**src/logic/rxd_defines.svh**
```systemverilog
// Overview of operation
// - Run bit starts independent receive process
// - Running process polls list, writes status
// - Fetch next descriptor on listed events
// - Filter frames by mode bits; purge failures
// - Purge runts unless pass-bad-frames set
// - Request bus after 64 bytes or whole frame stored
// - Mark first descriptor once bus gained
// - Release descriptor on fill or frame end
// - Single-descriptor frame has first and last
// - Close last descriptor, then raise receive flag
// - Host-owned descriptor: flag, suspend, keep position
// - Suspended frame arrival re-reads current descriptor
// - Still host-owned: drop frame, count missed
// - Start resumes position, or head if new
// - Stop after current frame; flag stopped
// - Bus error halts until software reset
// - Reset cuts reception, process stopped
// - Poll demand resumes suspended process
// - Stop while suspended: stopped, flag set
// - Status bits clear by writing one
`ifndef RXD_DEFINES_SVH
`define RXD_DEFINES_SVH
`define RXD_A_BUSMODE 8'h00
`define RXD_A_POLL 8'h04
`define RXD_A_RXBASE 8'h08
`define RXD_A_STATUS 8'h0C
`define RXD_A_OPMODE 8'h10
`define RXD_A_IMASK 8'h14
`define RXD_A_MISSED 8'h18
`define RXD_SWR 0
`define RXD_HP 0
`define RXD_RUN 1
`define RXD_HO 2
`define RXD_PB 3
`define RXD_INV 6
`define RXD_RI 6
`define RXD_RBU 7
`define RXD_RPS 8
`define RXD_FBE 13
`define RXD_PS_HI 19
`define RXD_PS_LO 17
`define RXD_OWN 31
`define RXD_FS 9
`define RXD_LS 8
`define RXD_LEN_HI 29
`define RXD_LEN_LO 16
`define RXD_MIN_FRAME 14'h0040
`define RXD_RST_WAIT_CYC 6'h32
`define RXD_WORD 11'h004
`define RXD_RSP_OK 2'h0
`define RXD_RSP_DEC 2'h3
`define RXD_PS_STOP 3'h0
`define RXD_PS_FETCH 3'h1
`define RXD_PS_WAIT 3'h3
`define RXD_PS_SUSP 3'h4
`define RXD_PS_CLOSE 3'h5
`define RXD_PS_XFER 3'h7
`endif

```
**src/logic/rxd_pkg.sv**
```systemverilog
package rxd_pkg;
    typedef enum logic [3:0] {
        S_STOP = 4'h0, S_FETCH = 4'h1, S_WAIT = 4'h2, S_XFER = 4'h3, S_CLOSE = 4'h4,
        S_SUSP = 4'h5, S_REFETCH = 4'h6, S_DROP = 4'h7, S_FATAL = 4'h8
    } rxd_st_t;
    typedef struct packed {
        logic req;
        logic we;
        logic [31:0] addr;
        logic [31:0] wdata;
    } rxd_mem_req_t;
    typedef struct packed {
        logic ack;
        logic err;
        logic [31:0] rdata;
    } rxd_mem_rsp_t;
    typedef struct packed {
        logic head;
        logic done;
        logic [13:0] bytes;
        logic perf_hit;
        logic hash_hit;
    } rxd_frm_t;
    typedef struct packed {
        logic valid;
        logic last;
        logic [2:0] nbytes;
        logic [31:0] data;
    } rxd_word_t;
    typedef struct packed {
        rxd_st_t st;
        rxd_st_t ret;
        logic [1:0] widx;
        logic [31:0] cur;
        logic [31:0] nptr;
        logic [31:0] baddr;
        logic [10:0] bsize;
        logic [10:0] off;
        logic [13:0] flen;
        logic first;
        logic mid;
        logic lseg;
        logic lastw;
        logic [2:0] nb;
        logic ri_pend;
        logic started;
        logic base_new;
        rxd_mem_req_t mreq;
        logic [31:0] busmode;
        logic [31:0] base;
        logic [31:0] opmode;
        logic [31:0] imask;
        logic [31:0] status;
        logic [15:0] missed;
        logic [5:0] rstcnt;
        logic aw_h;
        logic w_h;
        logic [7:0] awaddr;
        logic [31:0] wdata;
        logic [3:0] wstrb;
        logic bvalid;
        logic [1:0] bresp;
        logic rvalid;
        logic [31:0] rdata;
        logic [1:0] rresp;
    } rxd_state_t;
endpackage : rxd_pkg

```
**src/logic/rxd_dma.sv**
```systemverilog
`include "rxd_defines.svh"

module rxd_dma (
    // Clock and reset
    input wire logic aclk,
    input wire logic aresetn,
    // AXI4-Lite register slave
    input wire logic [7:0] awaddr,
    input wire logic [2:0] awprot,
    input wire logic awvalid,
    output logic awready,
    input wire logic [31:0] wdata,
    input wire logic [3:0] wstrb,
    input wire logic wvalid,
    output logic wready,
    output logic [1:0] bresp,
    output logic bvalid,
    input wire logic bready,
    input wire logic [7:0] araddr,
    input wire logic [2:0] arprot,
    input wire logic arvalid,
    output logic arready,
    output logic [31:0] rdata,
    output logic [1:0] rresp,
    output logic rvalid,
    input wire logic rready,
    // Host memory master
    output rxd_pkg::rxd_mem_req_t mem_req,
    input wire rxd_pkg::rxd_mem_rsp_t mem_rsp,
    // Receive FIFO
    input wire rxd_pkg::rxd_frm_t frm,
    input wire rxd_pkg::rxd_word_t rx_word,
    output logic rx_pop,
    output logic rx_drop
);
    import rxd_pkg::*;

    rxd_state_t s_r;
    rxd_state_t s_nxt;
    logic keep;
    logic big;
    logic runt;
    logic run;
    logic wr_go;
    logic poll;
    logic swr;
    logic bus_ok;
    logic [31:0] rd_val;
    logic [1:0] rd_resp;
    logic [2:0] ps;
    logic [31:0] dw;

    function automatic logic flt_pass(logic [31:0] om, rxd_frm_t f);
        if (om[`RXD_INV]) return !f.perf_hit;
        if (om[`RXD_HO]) return f.hash_hit;
        if (om[`RXD_HP]) return f.hash_hit || f.perf_hit;
        return f.perf_hit;
    endfunction

    function automatic logic [31:0] merge(logic [31:0] o, logic [31:0] d, logic [3:0] b);
        logic [31:0] m;
        m = {{8{b[3]}}, {8{b[2]}}, {8{b[1]}}, {8{b[0]}}};
        return (o & ~m) | (d & m);
    endfunction

    // ----------------------------------------
    // Register bus
    // ----------------------------------------
    // bus held off after reset
    assign bus_ok = s_r.rstcnt == `RXD_RST_WAIT_CYC;
    assign awready = bus_ok && !s_r.aw_h;
    assign wready = bus_ok && !s_r.w_h;
    assign arready = bus_ok && !s_r.rvalid;
    assign bvalid = s_r.bvalid;
    assign bresp = s_r.bresp;
    assign rvalid = s_r.rvalid;
    assign rdata = s_r.rdata;
    assign rresp = s_r.rresp;
    assign mem_req = s_r.mreq;
    assign run = s_r.opmode[`RXD_RUN];

    always_comb begin
        unique case (s_r.st)
            S_STOP: ps = `RXD_PS_STOP;
            S_WAIT, S_DROP: ps = `RXD_PS_WAIT;
            S_SUSP: ps = `RXD_PS_SUSP;
            S_CLOSE: ps = `RXD_PS_CLOSE;
            S_XFER: ps = `RXD_PS_XFER;
            // Fatal halt still reads as running
            default: ps = `RXD_PS_FETCH;
        endcase
        rd_resp = `RXD_RSP_OK;
        case (araddr)
            `RXD_A_BUSMODE: rd_val = s_r.busmode;
            `RXD_A_POLL: rd_val = 32'h0000_0000;
            `RXD_A_RXBASE: rd_val = s_r.base;
            `RXD_A_STATUS: begin
                rd_val = s_r.status;
                rd_val[`RXD_PS_HI:`RXD_PS_LO] = ps;
            end
            `RXD_A_OPMODE: rd_val = s_r.opmode;
            `RXD_A_IMASK: rd_val = s_r.imask;
            `RXD_A_MISSED: rd_val = {16'h0000, s_r.missed};
            default: begin
                rd_val = 32'h0000_0000;
                rd_resp = `RXD_RSP_DEC;
            end
        endcase
    end

    // ----------------------------------------
    // Register writes and receive engine
    // ----------------------------------------
    always_comb begin
        s_nxt = s_r;
        poll = 1'b0;
        swr = 1'b0;
        rx_pop = 1'b0;
        rx_drop = 1'b0;
        dw = 32'h0000_0000;
        runt = frm.done && frm.bytes < `RXD_MIN_FRAME;
        big = frm.done || frm.bytes >= `RXD_MIN_FRAME;
        keep = flt_pass(s_r.opmode, frm) && (!runt || s_r.opmode[`RXD_PB]);
        wr_go = s_r.aw_h && s_r.w_h && !s_r.bvalid;
        if (!bus_ok) s_nxt.rstcnt = s_r.rstcnt + 6'h01;
        if (awvalid && awready) begin
            s_nxt.aw_h = 1'b1;
            s_nxt.awaddr = awaddr;
        end
        if (wvalid && wready) begin
            s_nxt.w_h = 1'b1;
            s_nxt.wdata = wdata;
            s_nxt.wstrb = wstrb;
        end
        if (s_r.bvalid && bready) s_nxt.bvalid = 1'b0;
        if (s_r.rvalid && rready) s_nxt.rvalid = 1'b0;
        if (arvalid && arready) begin
            s_nxt.rvalid = 1'b1;
            s_nxt.rdata = rd_val;
            s_nxt.rresp = rd_resp;
        end
        if (wr_go) begin
            s_nxt.aw_h = 1'b0;
            s_nxt.w_h = 1'b0;
            s_nxt.bvalid = 1'b1;
            s_nxt.bresp = `RXD_RSP_OK;
            case (s_r.awaddr)
                `RXD_A_BUSMODE: begin
                    s_nxt.busmode = merge(s_r.busmode, s_r.wdata, s_r.wstrb);
                    swr = s_nxt.busmode[`RXD_SWR];
                    s_nxt.busmode[`RXD_SWR] = 1'b0;
                end
                `RXD_A_POLL: poll = 1'b1;
                `RXD_A_RXBASE: begin
                    s_nxt.base = merge(s_r.base, s_r.wdata, s_r.wstrb) & ~32'h0000_0003;
                    s_nxt.base_new = 1'b1;
                end
                `RXD_A_STATUS: s_nxt.status = s_r.status & ~merge(32'h0000_0000, s_r.wdata, s_r.wstrb);
                `RXD_A_OPMODE: s_nxt.opmode = merge(s_r.opmode, s_r.wdata, s_r.wstrb);
                `RXD_A_IMASK: s_nxt.imask = merge(s_r.imask, s_r.wdata, s_r.wstrb);
                `RXD_A_MISSED: s_nxt.bresp = `RXD_RSP_OK;
                default: s_nxt.bresp = `RXD_RSP_DEC;
            endcase
        end

        // Engine sets come after the clear so a same-cycle event wins
        unique case (s_r.st)
            S_STOP: begin
                if (run) begin
                    // head only on first start or new base
                    if (!s_r.started || s_r.base_new) s_nxt.cur = s_r.base;
                    s_nxt.started = 1'b1;
                    s_nxt.base_new = 1'b0;
                    s_nxt.mid = 1'b0;
                    s_nxt.widx = 2'h0;
                    s_nxt.st = S_FETCH;
                end
            end
            S_FETCH: begin
                // poll list for an owned descriptor
                if (!s_r.mreq.req) begin
                    s_nxt.mreq = {1'b1, 1'b0, s_r.cur + {28'h0000000, s_r.widx, 2'h0}, 32'h0000_0000};
                end else if (mem_rsp.ack) begin
                    s_nxt.mreq.req = 1'b0;
                    s_nxt.widx = s_r.widx + 2'h1;
                    unique case (s_r.widx)
                        2'h0: begin
                            // flag only after close and next fetch
                            if (s_r.ri_pend) s_nxt.status[`RXD_RI] = 1'b1;
                            s_nxt.ri_pend = 1'b0;
                            // no owned buffer left: suspend in place
                            if (!mem_rsp.rdata[`RXD_OWN]) begin
                                s_nxt.status[`RXD_RBU] = 1'b1;
                                s_nxt.st = S_SUSP;
                            end
                        end
                        2'h1: s_nxt.bsize = mem_rsp.rdata[10:0];
                        2'h2: s_nxt.baddr = mem_rsp.rdata;
                        2'h3: begin
                            s_nxt.nptr = mem_rsp.rdata;
                            s_nxt.off = 11'h000;
                            s_nxt.st = s_r.mid ? S_XFER : S_WAIT;
                        end
                    endcase
                end
            end
            S_WAIT: begin
                if (!run) begin
                    s_nxt.status[`RXD_RPS] = 1'b1;
                    s_nxt.st = S_STOP;
                end else if (frm.head && !keep) begin
                    s_nxt.ret = S_WAIT;
                    s_nxt.st = S_DROP;
                // bus request once 64 bytes or the whole frame are in
                end else if (frm.head && big) begin
                    s_nxt.first = 1'b1;
                    s_nxt.flen = 14'h0000;
                    s_nxt.st = S_XFER;
                end
            end
            S_DROP: begin
                rx_drop = 1'b1;
                s_nxt.st = s_r.ret;
            end
            S_XFER: begin
                if (!s_r.mreq.req) begin
                    if (rx_word.valid) begin
                        rx_pop = 1'b1;
                        s_nxt.mreq = {1'b1, 1'b1, s_r.baddr + {21'h000000, s_r.off}, rx_word.data};
                        s_nxt.lastw = rx_word.last;
                        s_nxt.nb = rx_word.nbytes;
                    end
                end else if (mem_rsp.ack) begin
                    s_nxt.mreq.req = 1'b0;
                    s_nxt.off = s_r.off + `RXD_WORD;
                    s_nxt.flen = s_r.flen + {11'h000, s_r.nb};
                    if (s_r.lastw) begin
                        s_nxt.lseg = 1'b1;
                        s_nxt.st = S_CLOSE;
                    end else if (s_r.off + (`RXD_WORD << 1) > s_r.bsize) begin
                        s_nxt.lseg = 1'b0;
                        s_nxt.st = S_CLOSE;
                    end
                end
            end
            S_CLOSE: begin
                dw[`RXD_FS] = s_r.first;
                dw[`RXD_LS] = s_r.lseg;
                if (s_r.lseg) dw[`RXD_LEN_HI:`RXD_LEN_LO] = s_r.flen;
                if (!s_r.mreq.req) begin
                    s_nxt.mreq = {1'b1, 1'b1, s_r.cur, dw};
                end else if (mem_rsp.ack) begin
                    s_nxt.mreq.req = 1'b0;
                    s_nxt.cur = s_r.nptr;
                    s_nxt.first = 1'b0;
                    s_nxt.mid = !s_r.lseg;
                    s_nxt.ri_pend = s_r.lseg;
                    s_nxt.widx = 2'h0;
                    s_nxt.st = S_FETCH;
                end
            end
            S_SUSP: begin
                if (!run) begin
                    s_nxt.status[`RXD_RPS] = 1'b1;
                    s_nxt.st = S_STOP;
                end else if (poll) begin
                    s_nxt.widx = 2'h0;
                    s_nxt.st = S_FETCH;
                end else if (frm.head && !s_r.mid) begin
                    s_nxt.ret = S_SUSP;
                    s_nxt.st = keep ? S_REFETCH : S_DROP;
                end
            end
            S_REFETCH: begin
                if (!s_r.mreq.req) begin
                    s_nxt.mreq = {1'b1, 1'b0, s_r.cur, 32'h0000_0000};
                end else if (mem_rsp.ack) begin
                    s_nxt.mreq.req = 1'b0;
                    s_nxt.widx = 2'h1;
                    s_nxt.st = S_FETCH;
                    if (!mem_rsp.rdata[`RXD_OWN]) begin
                        s_nxt.missed = s_r.missed + 16'h0001;
                        s_nxt.st = S_DROP;
                    end
                end
            end
            S_FATAL: s_nxt.mreq.req = 1'b0;
        endcase
        if (s_r.mreq.req && mem_rsp.err) begin
            s_nxt.mreq.req = 1'b0;
            s_nxt.status[`RXD_FBE] = 1'b1;
            s_nxt.st = S_FATAL;
        end
        if (swr) begin
            s_nxt = '0;
            s_nxt.bvalid = 1'b1;
            s_nxt.bresp = `RXD_RSP_OK;
        end
    end

    always_ff @(posedge aclk) begin
        if (!aresetn) begin
            s_r <= '0;
        end else begin
            s_r <= s_nxt;
        end
    end
endmodule // rxd_dma

```
**config.mk**
```make
export PLATFORM = sky130hd
export DESIGN_NAME = rxd_dma
export DESIGN_NICKNAME = d
export VERILOG_FILES = /design/src/logic/rxd_pkg.sv /design/src/logic/rxd_dma.sv
export VERILOG_INCLUDE_DIRS = /design/src /design/src/logic
export SDC_FILE = /design/constraint.sdc
export NUM_CORES = 1
export LEC_CHECK = 0
export ABC_AREA = 1
export BUFFER_PORTS_ARGS = -buffer_cell sky130_fd_sc_hd__buf_2
export CORE_AREA = 2 2 213 215
export DETAILED_ROUTE_END_ITERATION = 16
export DIE_AREA = 0 0 215 217
export GPL_TIMING_DRIVEN = 0
export PLACE_DENSITY = 0.76
export SLEW_MARGIN = 20
export SYNTH_ARGS = -nofsm -noshare
export SYNTH_HDL_FRONTEND = slang
export SYNTH_SLANG_ARGS = --single-unit
```
**constraint.sdc**
```tcl
create_clock -name aclk -period 2.31 [get_ports aclk]
set_input_delay 0.231 -clock aclk [delete_from_list [all_inputs] [get_ports aclk]]
set_output_delay 0.231 -clock aclk [all_outputs]
set_load 0.03 [all_outputs]
```
== Yosys cells after proc, flatten, opt, wreduce, memory -nomap -nowiden ==
Cells that the tools add are included.
Cells by class
  $add $sub $neg: 8
  magnitude comparators: 3
  eq/ne operators: 68
  muxes and demuxes: 118
  bitwise logic cells: 15
  reductions and logical operators: 82
Operator list (count)
  $mux 65: 4
  $pmux 65 s4: 1
  $and 32x32->32: 6
  $pmux 32 s6: 1
  $or 32x32->32: 4
  $mux 34: 3
  $mux 4: 21
  $mux 66: 1
  $not 32->32: 2
  $pmux 32 s2: 1
  $mux 25: 2
  $eq 8x5->1 const B: 6
  $ne 2x2->1 const B: 23
  $mux 15: 3
  $mux 1: 44
  $mux 14: 3
  $mux 38: 1
  $reduce_and 6->1: 6
  $mux 35: 1
  $mux 11: 3
  $ne 3x3->1 const B: 11
  $add 32x11->32: 1
  $add 32x4->32: 1
  $eq 8x4->1 const B: 4
  57 further kinds: 141
Storage, ports and cells
  register bits after elaboration: 481
  output and inout bits: 109

== Logic depth before layout (Yosys ltp) ==
Gate-level depths: netlist of the first run.
  depth in word-level cells: 14
  gate-level depth with buffers: 19
  mapped depth without buffers: 19

== Worst setup path after synthesis of the first run ==
Ideal clock, no wire load.
  path type: reg2reg
  start point: register s_r[359] (netlist bit)
  end point: register s_r[480] (netlist bit)
  data arrival time: 2293 ps
  required time: 2197 ps
  setup slack: -96 ps
  stages on the path, launching flop included: 17
  cells stage by stage: dfxtp_1 ha_1 inv_1 nor3_1 inv_1 nor2_1 xor2_1 ha_1 nand2_1 nor2_1 nand4_1 nand3_1 nand2_1 nand2_1 nand3_1 nor2_1 nor2_1
Between the ends
  cells in the longest elaborated chain, start to end: 4
RTL lines
  start: declaration: RTL line rxd_dma.sv:38  | rxd_state_t s_r;
  start signal: assignment: RTL line rxd_dma.sv:305  | s_r <= s_nxt;
  $add 11x4->11: RTL line rxd_dma.sv:240  | end else if (s_r.off + (`RXD_WORD << 1) > s_r.bsize) begin
  $gt 11x11->1: RTL line rxd_dma.sv:240
  $ne 3x3->1 (no line)
  $reduce_and 15->1 (no line)
Every way passes these cells.
A chain may end at the register's enable or synchronous reset.

== Worst setup path in the final report of the first run ==
  start point: register s_r[360] (netlist bit)
  end point: register s_r[482] (netlist bit)
Same word-level chain as after synthesis.

==> impl_metrics.toml, run 1 <==
[sta]
slew_headroom_pct = 48.1
skew_ns = 0.0210
timing.final.crit_share_pct = 103
slew_violations = 0
rsz0062_at_grt = "yes"
max_freq_ghz = 0.418
fin_ws_ns = -0.0798
period_needed_ns = 2.39
setup_violations = 4
finalHoldViolations = 0
worst_pin_slew_ns = 0.779

[logic_synthesis]
synth_cell_type_count = 54
synth_most_common_cell = "nand2_1"
synthTopCellsByArea = "dfxtp_1 (41%), nand2_1 (14%), a21oi_1 (8.8%)"
synthCells = 3391
netlist.area_leader.share_pct = 40.6
synthArstFlopShare_pct = 0
synth_largest_area_cell = "dfxtp_1"
syn_area_sq_mm = 0.0233
synth-edff-count = 0
ys_seq_area_share_pct = 40.6
syn_avg_cell_area_sq_um = 6.86
synth_flop_cell = "dfxtp_1"
synth_seq_cells = 472
syn-num-nets = 3580
yosys_warnings = 0
synth_commonest_cells = "nand2_1 (873), dfxtp_1 (472), a21oi_1 (409)"

[floorplanning]
dieArea_sq_mm = 0.0467
rows = 78
core-area_sq_mm = 0.0447
io_pins = 263
initial_core_util_pct = 52.1
die_h_um = 217
die_w_um = 215

[worst_setup_path]
critPathCaptureType = "flop"
path_common_cell = "inv_2"
cpPeakStageDelay_ns = 0.38
worstPathCellList = "ha_4 > inv_2 > nor3_4 > inv_2 > nor2_4 > xor2_1 > ha_1 > nand2_2 > nor2_4 > nand4_1 > nand3_2 > nand2_4 > nand2_4 > inv_2 > nor2_2 > nand3_1 > nand2_1 > nor2_1"
worstReg2RegStart = "s_r[360]"
r2r-end = "s_r[482]"
crit_path_max_fanout = 4
worst-setup-path-type = "reg -> reg"
cp-start-kind = "flop"
crit_arrival_ns = 2.88
crit_path_top_delay_cell = "dfxtp_4"
ff2ff_path_depth = 18
worst-r2r-setup-slack_ns = -0.08
cp_data_required_time_ns = 2.80

[placement]
place_area_sq_mm = 0.0253
routabilityCongestion = 1.00
io_buffers = 248
hpwl_um = 64100

[outcome]
status = "complete, but fails checks"
failed_checks = "negative setup slack"

[cts]
clock-root-buffer = "clkbuf_16"
cts_sinks = 472
clk_transition_reported_paths_ns = 0.06
cts_max_level = 2
clock_latency_ns = 0.60
cts_buffers = 49
cts_tree = "yes"
clockBufferDepth = 3

[finish]
design_area_sq_mm = 0.0284
nets = 3996
area_delta_synth_final_pct = 22.2
drive_above_1_share_pct = 17.0
fin_util_pct = 63.6

[worst_hold_path]
hp-class = "in -> reg"
min_from = "rx_word[31]"
hold_depth = 3
holdPathEnd = "mem_req[31]"

[routing]
vias = 24800
route.detailed.vias_per_inst = 5.57
antenna_left = 0
wl_per_cell_um = 19.6
firstDrtPassIters = 6
drt-initial-drc-count = 2638
routed_wl_um = 87000
route.detailed.drc = 0

[pwr]
power_density_mw_per_mm2 = 602
peakVddDrop_uv = 558
power_leakage_nw = 11.5

[grt]
antenna_found_initial = 3
globalRouteTotalUtil_pct = 36.0
grt_max_degree = 20
grt_pass1_vias = 22700
grt_pass1_wl_um = 131000
grt-ovfl-total = 0

[flow_run]
drv_cap = 0
## logic make-up (layout without fill, tap and decap cells)
group / count (synthesis) / count (layout) / synth area share (%)
buf+inv: 590 / 1042 / 11.6
fa+ha+maj: 35 / 35 / 1.95
compound gates: 777 / 777 / 18.2
flops: 472 / 472 / 40.6
simple gates: 1488 / 1488 / 26.6
xor+xnor: 28 / 28 / 1.05
other cells: 1 / 3 / 0.0161
## worst max-delay path by stage
stage	from	end	slack (ns)	cells past startpoint
2_1_floorplan	s_r[359]	s_r[480]	0.002	16
3_3_place_gp	s_r[359]	s_r[481]	-0.56	16
3_5_place_dp	s_r[359]	s_r[480]	-0.62	16
4_1_cts	s_r[74]	s_r[249]	-0.04	8
5_1_grt	s_r[360]	s_r[482]	-0.21	18
6_report	s_r[360]	s_r[482]	-0.08	18
## worst max-delay path: cells and delay by family, from the launching register on
| family | cells | cell delay, ns |
|---|---|---|
| and+or+nand+nor | 12 | 1.19 |
| adders and majority gates | 2 | 0.45 |
| DFF | 1 | 0.38 |
| buffers and inverters | 3 | 0.17 |
| xor gates and xnor gates | 1 | 0.09 |
## state kept, by name (all words and copies together), names as in the netlist
signal	cells
mem_req	66
rdata	32
bvalid	1
bresp	1
s_r	369
rresp	1
rvalid	1
run	1
## area by class of cell
class,instances,area (sq um)
fillers,4094,16300
multi-input cells,2329,11400
flip-flops and latches,472,9470
repair buffers,367,2400
plain buffers,260,1540
clock buffers,64,1360
inverters,328,1250
well taps,600,751
clock inverters,23,284
diodes,2,5.00
## layout by cell type (no fill, tap or decap), types with 11 or more instances in the layout
master / netlist / routed
buf_4: 105 / 127
o21ai_1: 6 / 14
buf_2: 69 / 300
dlygate4sd3_1: 0 / 104
o22ai_1: 31 / 31
nand2_1: 873 / 865
clkinv_2: 0 / 11
o21ai_0: 212 / 197
clkbuf_16: 0 / 49
nor3_1: 33 / 31
a21oi_1: 409 / 407
clkbuf_2: 0 / 28
nor2_1: 256 / 241
a31oi_1: 22 / 22
a211oi_1: 45 / 45
inv_1: 309 / 305
nor2_4: 3 / 11
nor2_2: 8 / 15
nand3_1: 244 / 236
xor2_1: 23 / 23
nand4_1: 27 / 27
clkbuf_1: 75 / 56
ha_1: 33 / 30
inv_2: 16 / 18
dfxtp_1: 472 / 463
## layer usage
| metal | part of all wire (%) | up-vias | global-route usage (%) |
|---|---|---|---|
| met2 | 46 | 1326 | 60.4 |
| met3 | 8.6 | 260 | 5.52 |
| met4 | 5.4 | 4 | 17.3 |
| met5 | 0.025 | - | 0 |
| met1 | 40 | 11200 | 45.3 |
| li1 | - | 11900 | - |
## stage by stage
step | setup TNS, ns | worst slack, ns | total power, mW | hold slack [ns] | instances
final | -0.173 | -0.0798 | 17.1 | 0.0153 | 4445
after global routing | -1.41 | -0.208 | 17.5 | 0.0186 | 4443
after CTS | -0.178 | -0.0369 | 17.1 | 0.0000265 | 4434
after detailed placement | -14.03 | -0.619 | 8.82 | 0.430 | 4239
after global placement | -13.67 | -0.560 | 8.82 | 0.423 | 4239
after floorplan | 0 | 0.00244 | 8.51 | 0.378 | 3391
## power breakdown
group | internal, mW | switching, mW
Combinational | 0.267 | 0.402
Clock | 4.82 | 3.48
Sequential | 8.14 | 0.00471
## repair_timing
action                                 4_1_cts  5_1_grt
buffers inserted                             6        9
setup endpoints to repair                  114      275
gates resized for setup                     56      122
endpoints found under the hold margin      149        0
hold buffers                               104        0
pin swaps                                   13       18
Power figures use the tool's default switching activity.
==> run 2, diff against run 1 <==
Settings changed: BUFFER_PORTS_ARGS -buffer_cell sky130_fd_sc_hd__buf_2 to default, CORE_AREA 2 2 213 215 to 2 2 209 211, DIE_AREA 0 0 215 217 to 0 0 211 213, DONT_BUFFER_PORTS from default to 1, PLACE_DENSITY 0.76 to 0.7.
Clock period 2.31 ns to 2.8 ns, I/O delays scaled along.
==> impl_metrics.toml, run 2 (synthesis gave the netlist of run 1 again) <==
[finish]
drive_above_1_share_pct = 8.98
final_common_cell = "nand2_1"
largest_register_ffs = 369
top_register = "s_r"
nFillCells = 3857
multi_input_area_sq_mm = 0.0112
seqCellArea_sq_mm = 0.00946
nets = 3748
final_cell_mix = "nand2_1 (872), dfxtp_1 (469), a21oi_1 (409)"
design_area_sq_mm = 0.0270
area_delta_synth_final_pct = 16.2
fin_util_pct = 63.3

[cts]
cts_buffers = 50
cts_tree = "yes"
clock_latency_ns = 0.61
clockBufferDepth = 3
clock-root-buffer = "clkbuf_16"
cts_sinks = 472
cts_max_level = 2
clk_transition_reported_paths_ns = 0.06

[routing]
route.detailed.drc = 0
route.detailed.vias_per_inst = 5.82
routed_wl_um = 88100
vias = 24100
antenna_left = 0
firstDrtPassIters = 6
wl_per_cell_um = 21.2
drt-initial-drc-count = 2664

[floorplanning]
core-area_sq_mm = 0.0427
die_h_um = 213
initial_core_util_pct = 54.5
dieArea_sq_mm = 0.0449
rows = 76
die_w_um = 211
io_pins = 263

[worst_setup_path]
critPathCaptureType = "primary output"
crit_arrival_ns = 2.44
cp_data_required_time_ns = 2.52
cpPeakStageDelay_ns = 0.36
cp-start-kind = "flop"
crit_path_top_delay_cell = "dfxtp_1"
worstPathCellList = "inv_2 > nand2_1 > nor2_4 > inv_2 > nor2_4 > nand2_4 > clkinv_2 > buf_4"
crit_path_max_fanout = 10
worst-setup-path-type = "reg -> out"

[pwr]
netSwitchingPower_mw = 3.18
power_density_mw_per_mm2 = 541
peakVddDrop_uv = 567
p_clk_share_pct = 51.0
switching_share_pct = 21.7
power_leakage_nw = 10.3
share_seq_of_total_power_pct = 45.9
intPower_mw = 11.4
p_comb_share_pct = 3.0

[grt]
grt_pass1_vias = 22800
antenna_found_initial = 6
grt_max_degree = 20
grt-ovfl-total = 0
globalRouteTotalUtil_pct = 38.5
grt_pass1_wl_um = 132000

[worst_hold_path]
hp-class = "in -> reg"

[outcome]
status = "complete, no violations"

[placement]
place_area_sq_mm = 0.0240
place_ws_ns = -0.310
routabilityCongestion = 1.01
io_buffers = 0
hpwl_um = 66800

[sta]
fin_ws_ns = 0.0812
skew_ns = 0.0263
max_freq_ghz = 0.368
period_needed_ns = 2.72
slew_violations = 0
finalHoldViolations = 0
setup-tns-final_ns = 0
setup_violations = 0
worst_pin_slew_ns = 1.05
slew_headroom_pct = 30.0
timing.final.crit_share_pct = 97.1

[flow_run]
drv_cap = 0
## run 2: cell types whose count changed in the layout (fill, tap and decap cells not counted), moves of 7 or more
| cell | before | now |
|---|---|---|
| buf_2 | 300 | 66 |
| nor2_1 | 241 | 251 |
| clkbuf_1 | 56 | 78 |
| clkbuf_2 | 28 | 3 |
| nand2_1 | 865 | 872 |
| buf_4 | 127 | 107 |
| dlygate4sd3_1 | 104 | 116 |
| o21ai_2 | 7 | 0 |
| o21ai_0 | 197 | 212 |
| nand3_1 | 236 | 243 |
| o21ai_1 | 14 | 6 |
## run 2: worst max-delay path: cells and delay by family, from the launching register on
kind,cells,cell delay [ns]
buf+inv,4,0.71
simple gates,4,0.75
flops,1,0.36
## run 2: power groups by stage
| stage | sequential, mW | clock, mW | combinational, mW |
|---|---|---|---|
| 6_report | 6.72 | 7.47 | 0.440 |
| 5_1_grt | 6.72 | 7.76 | 0.456 |
| 4_1_cts | 6.72 | 7.48 | 0.420 |
| 3_5_place_dp | 6.87 | 0 | 0.263 |
| 3_3_place_gp | 6.87 | 0 | 0.258 |
| 2_1_floorplan | 6.87 | 0 | 0.150 |
## run 2: per-stage QoR
stage / instances / total power, mW / hold WS (ns)
after global routing: 4149 / 14.9 / 0.0407
after floorplan: 3391 / 7.02 / 0.415
after CTS: 4144 / 14.6 / 0.00328
after global placement: 3937 / 7.13 / 0.422
final: 4150 / 14.6 / 0.0235
after detailed placement: 3937 / 7.13 / 0.427
## run 2: per-layer routing
metal	track usage, %	wire [um]	share of wire, %	up-vias
met5	0	19	0.022	-
met4	18.7	4790	5.4	2
met3	6.27	7420	8.4	266
met2	65.8	41400	47	1254
met1	47.2	34400	39	11200
li1	-	-	-	11400
## run 2: layout make-up
cell class              count  share of cell area (%)
plain buffers             261                    5.44
multi-input cells        2329                    41.3
repair buffers            117                    4.32
clock buffers              65                    5.21
clock inverters            26                    1.63
diodes                      6                  0.0555
well taps                 546                    2.53
inverters                 328                    4.56
flip-flops and latches    472                    35.0
## run 2: final timing paths
| kind | slack, ns | endpoint | start | cells past startpoint |
|---|---|---|---|---|
| worst min register to register | 0.44 | s_r[116] | s_r[116] | 2 |
| worst min-delay path | 0.02 | s_r[476] | frm[17] | 4 |
| worst max register to register | 0.15 | s_r[464] | bvalid | 10 |
| worst max-delay path | 0.08 | rx_pop | s_r[483] | 8 |
## run 2: what timing repair did
| item | 4_1_cts | 5_1_grt |
|---|---|---|
| pin swaps | 1 | 0 |
| gates resized for setup | 6 | 21 |
| hold endpoints to repair | 172 | 0 |
| hold buffers | 116 | 0 |
| buffers inserted | 1 | 0 |
| endpoints found under the setup margin | 15 | 22 |
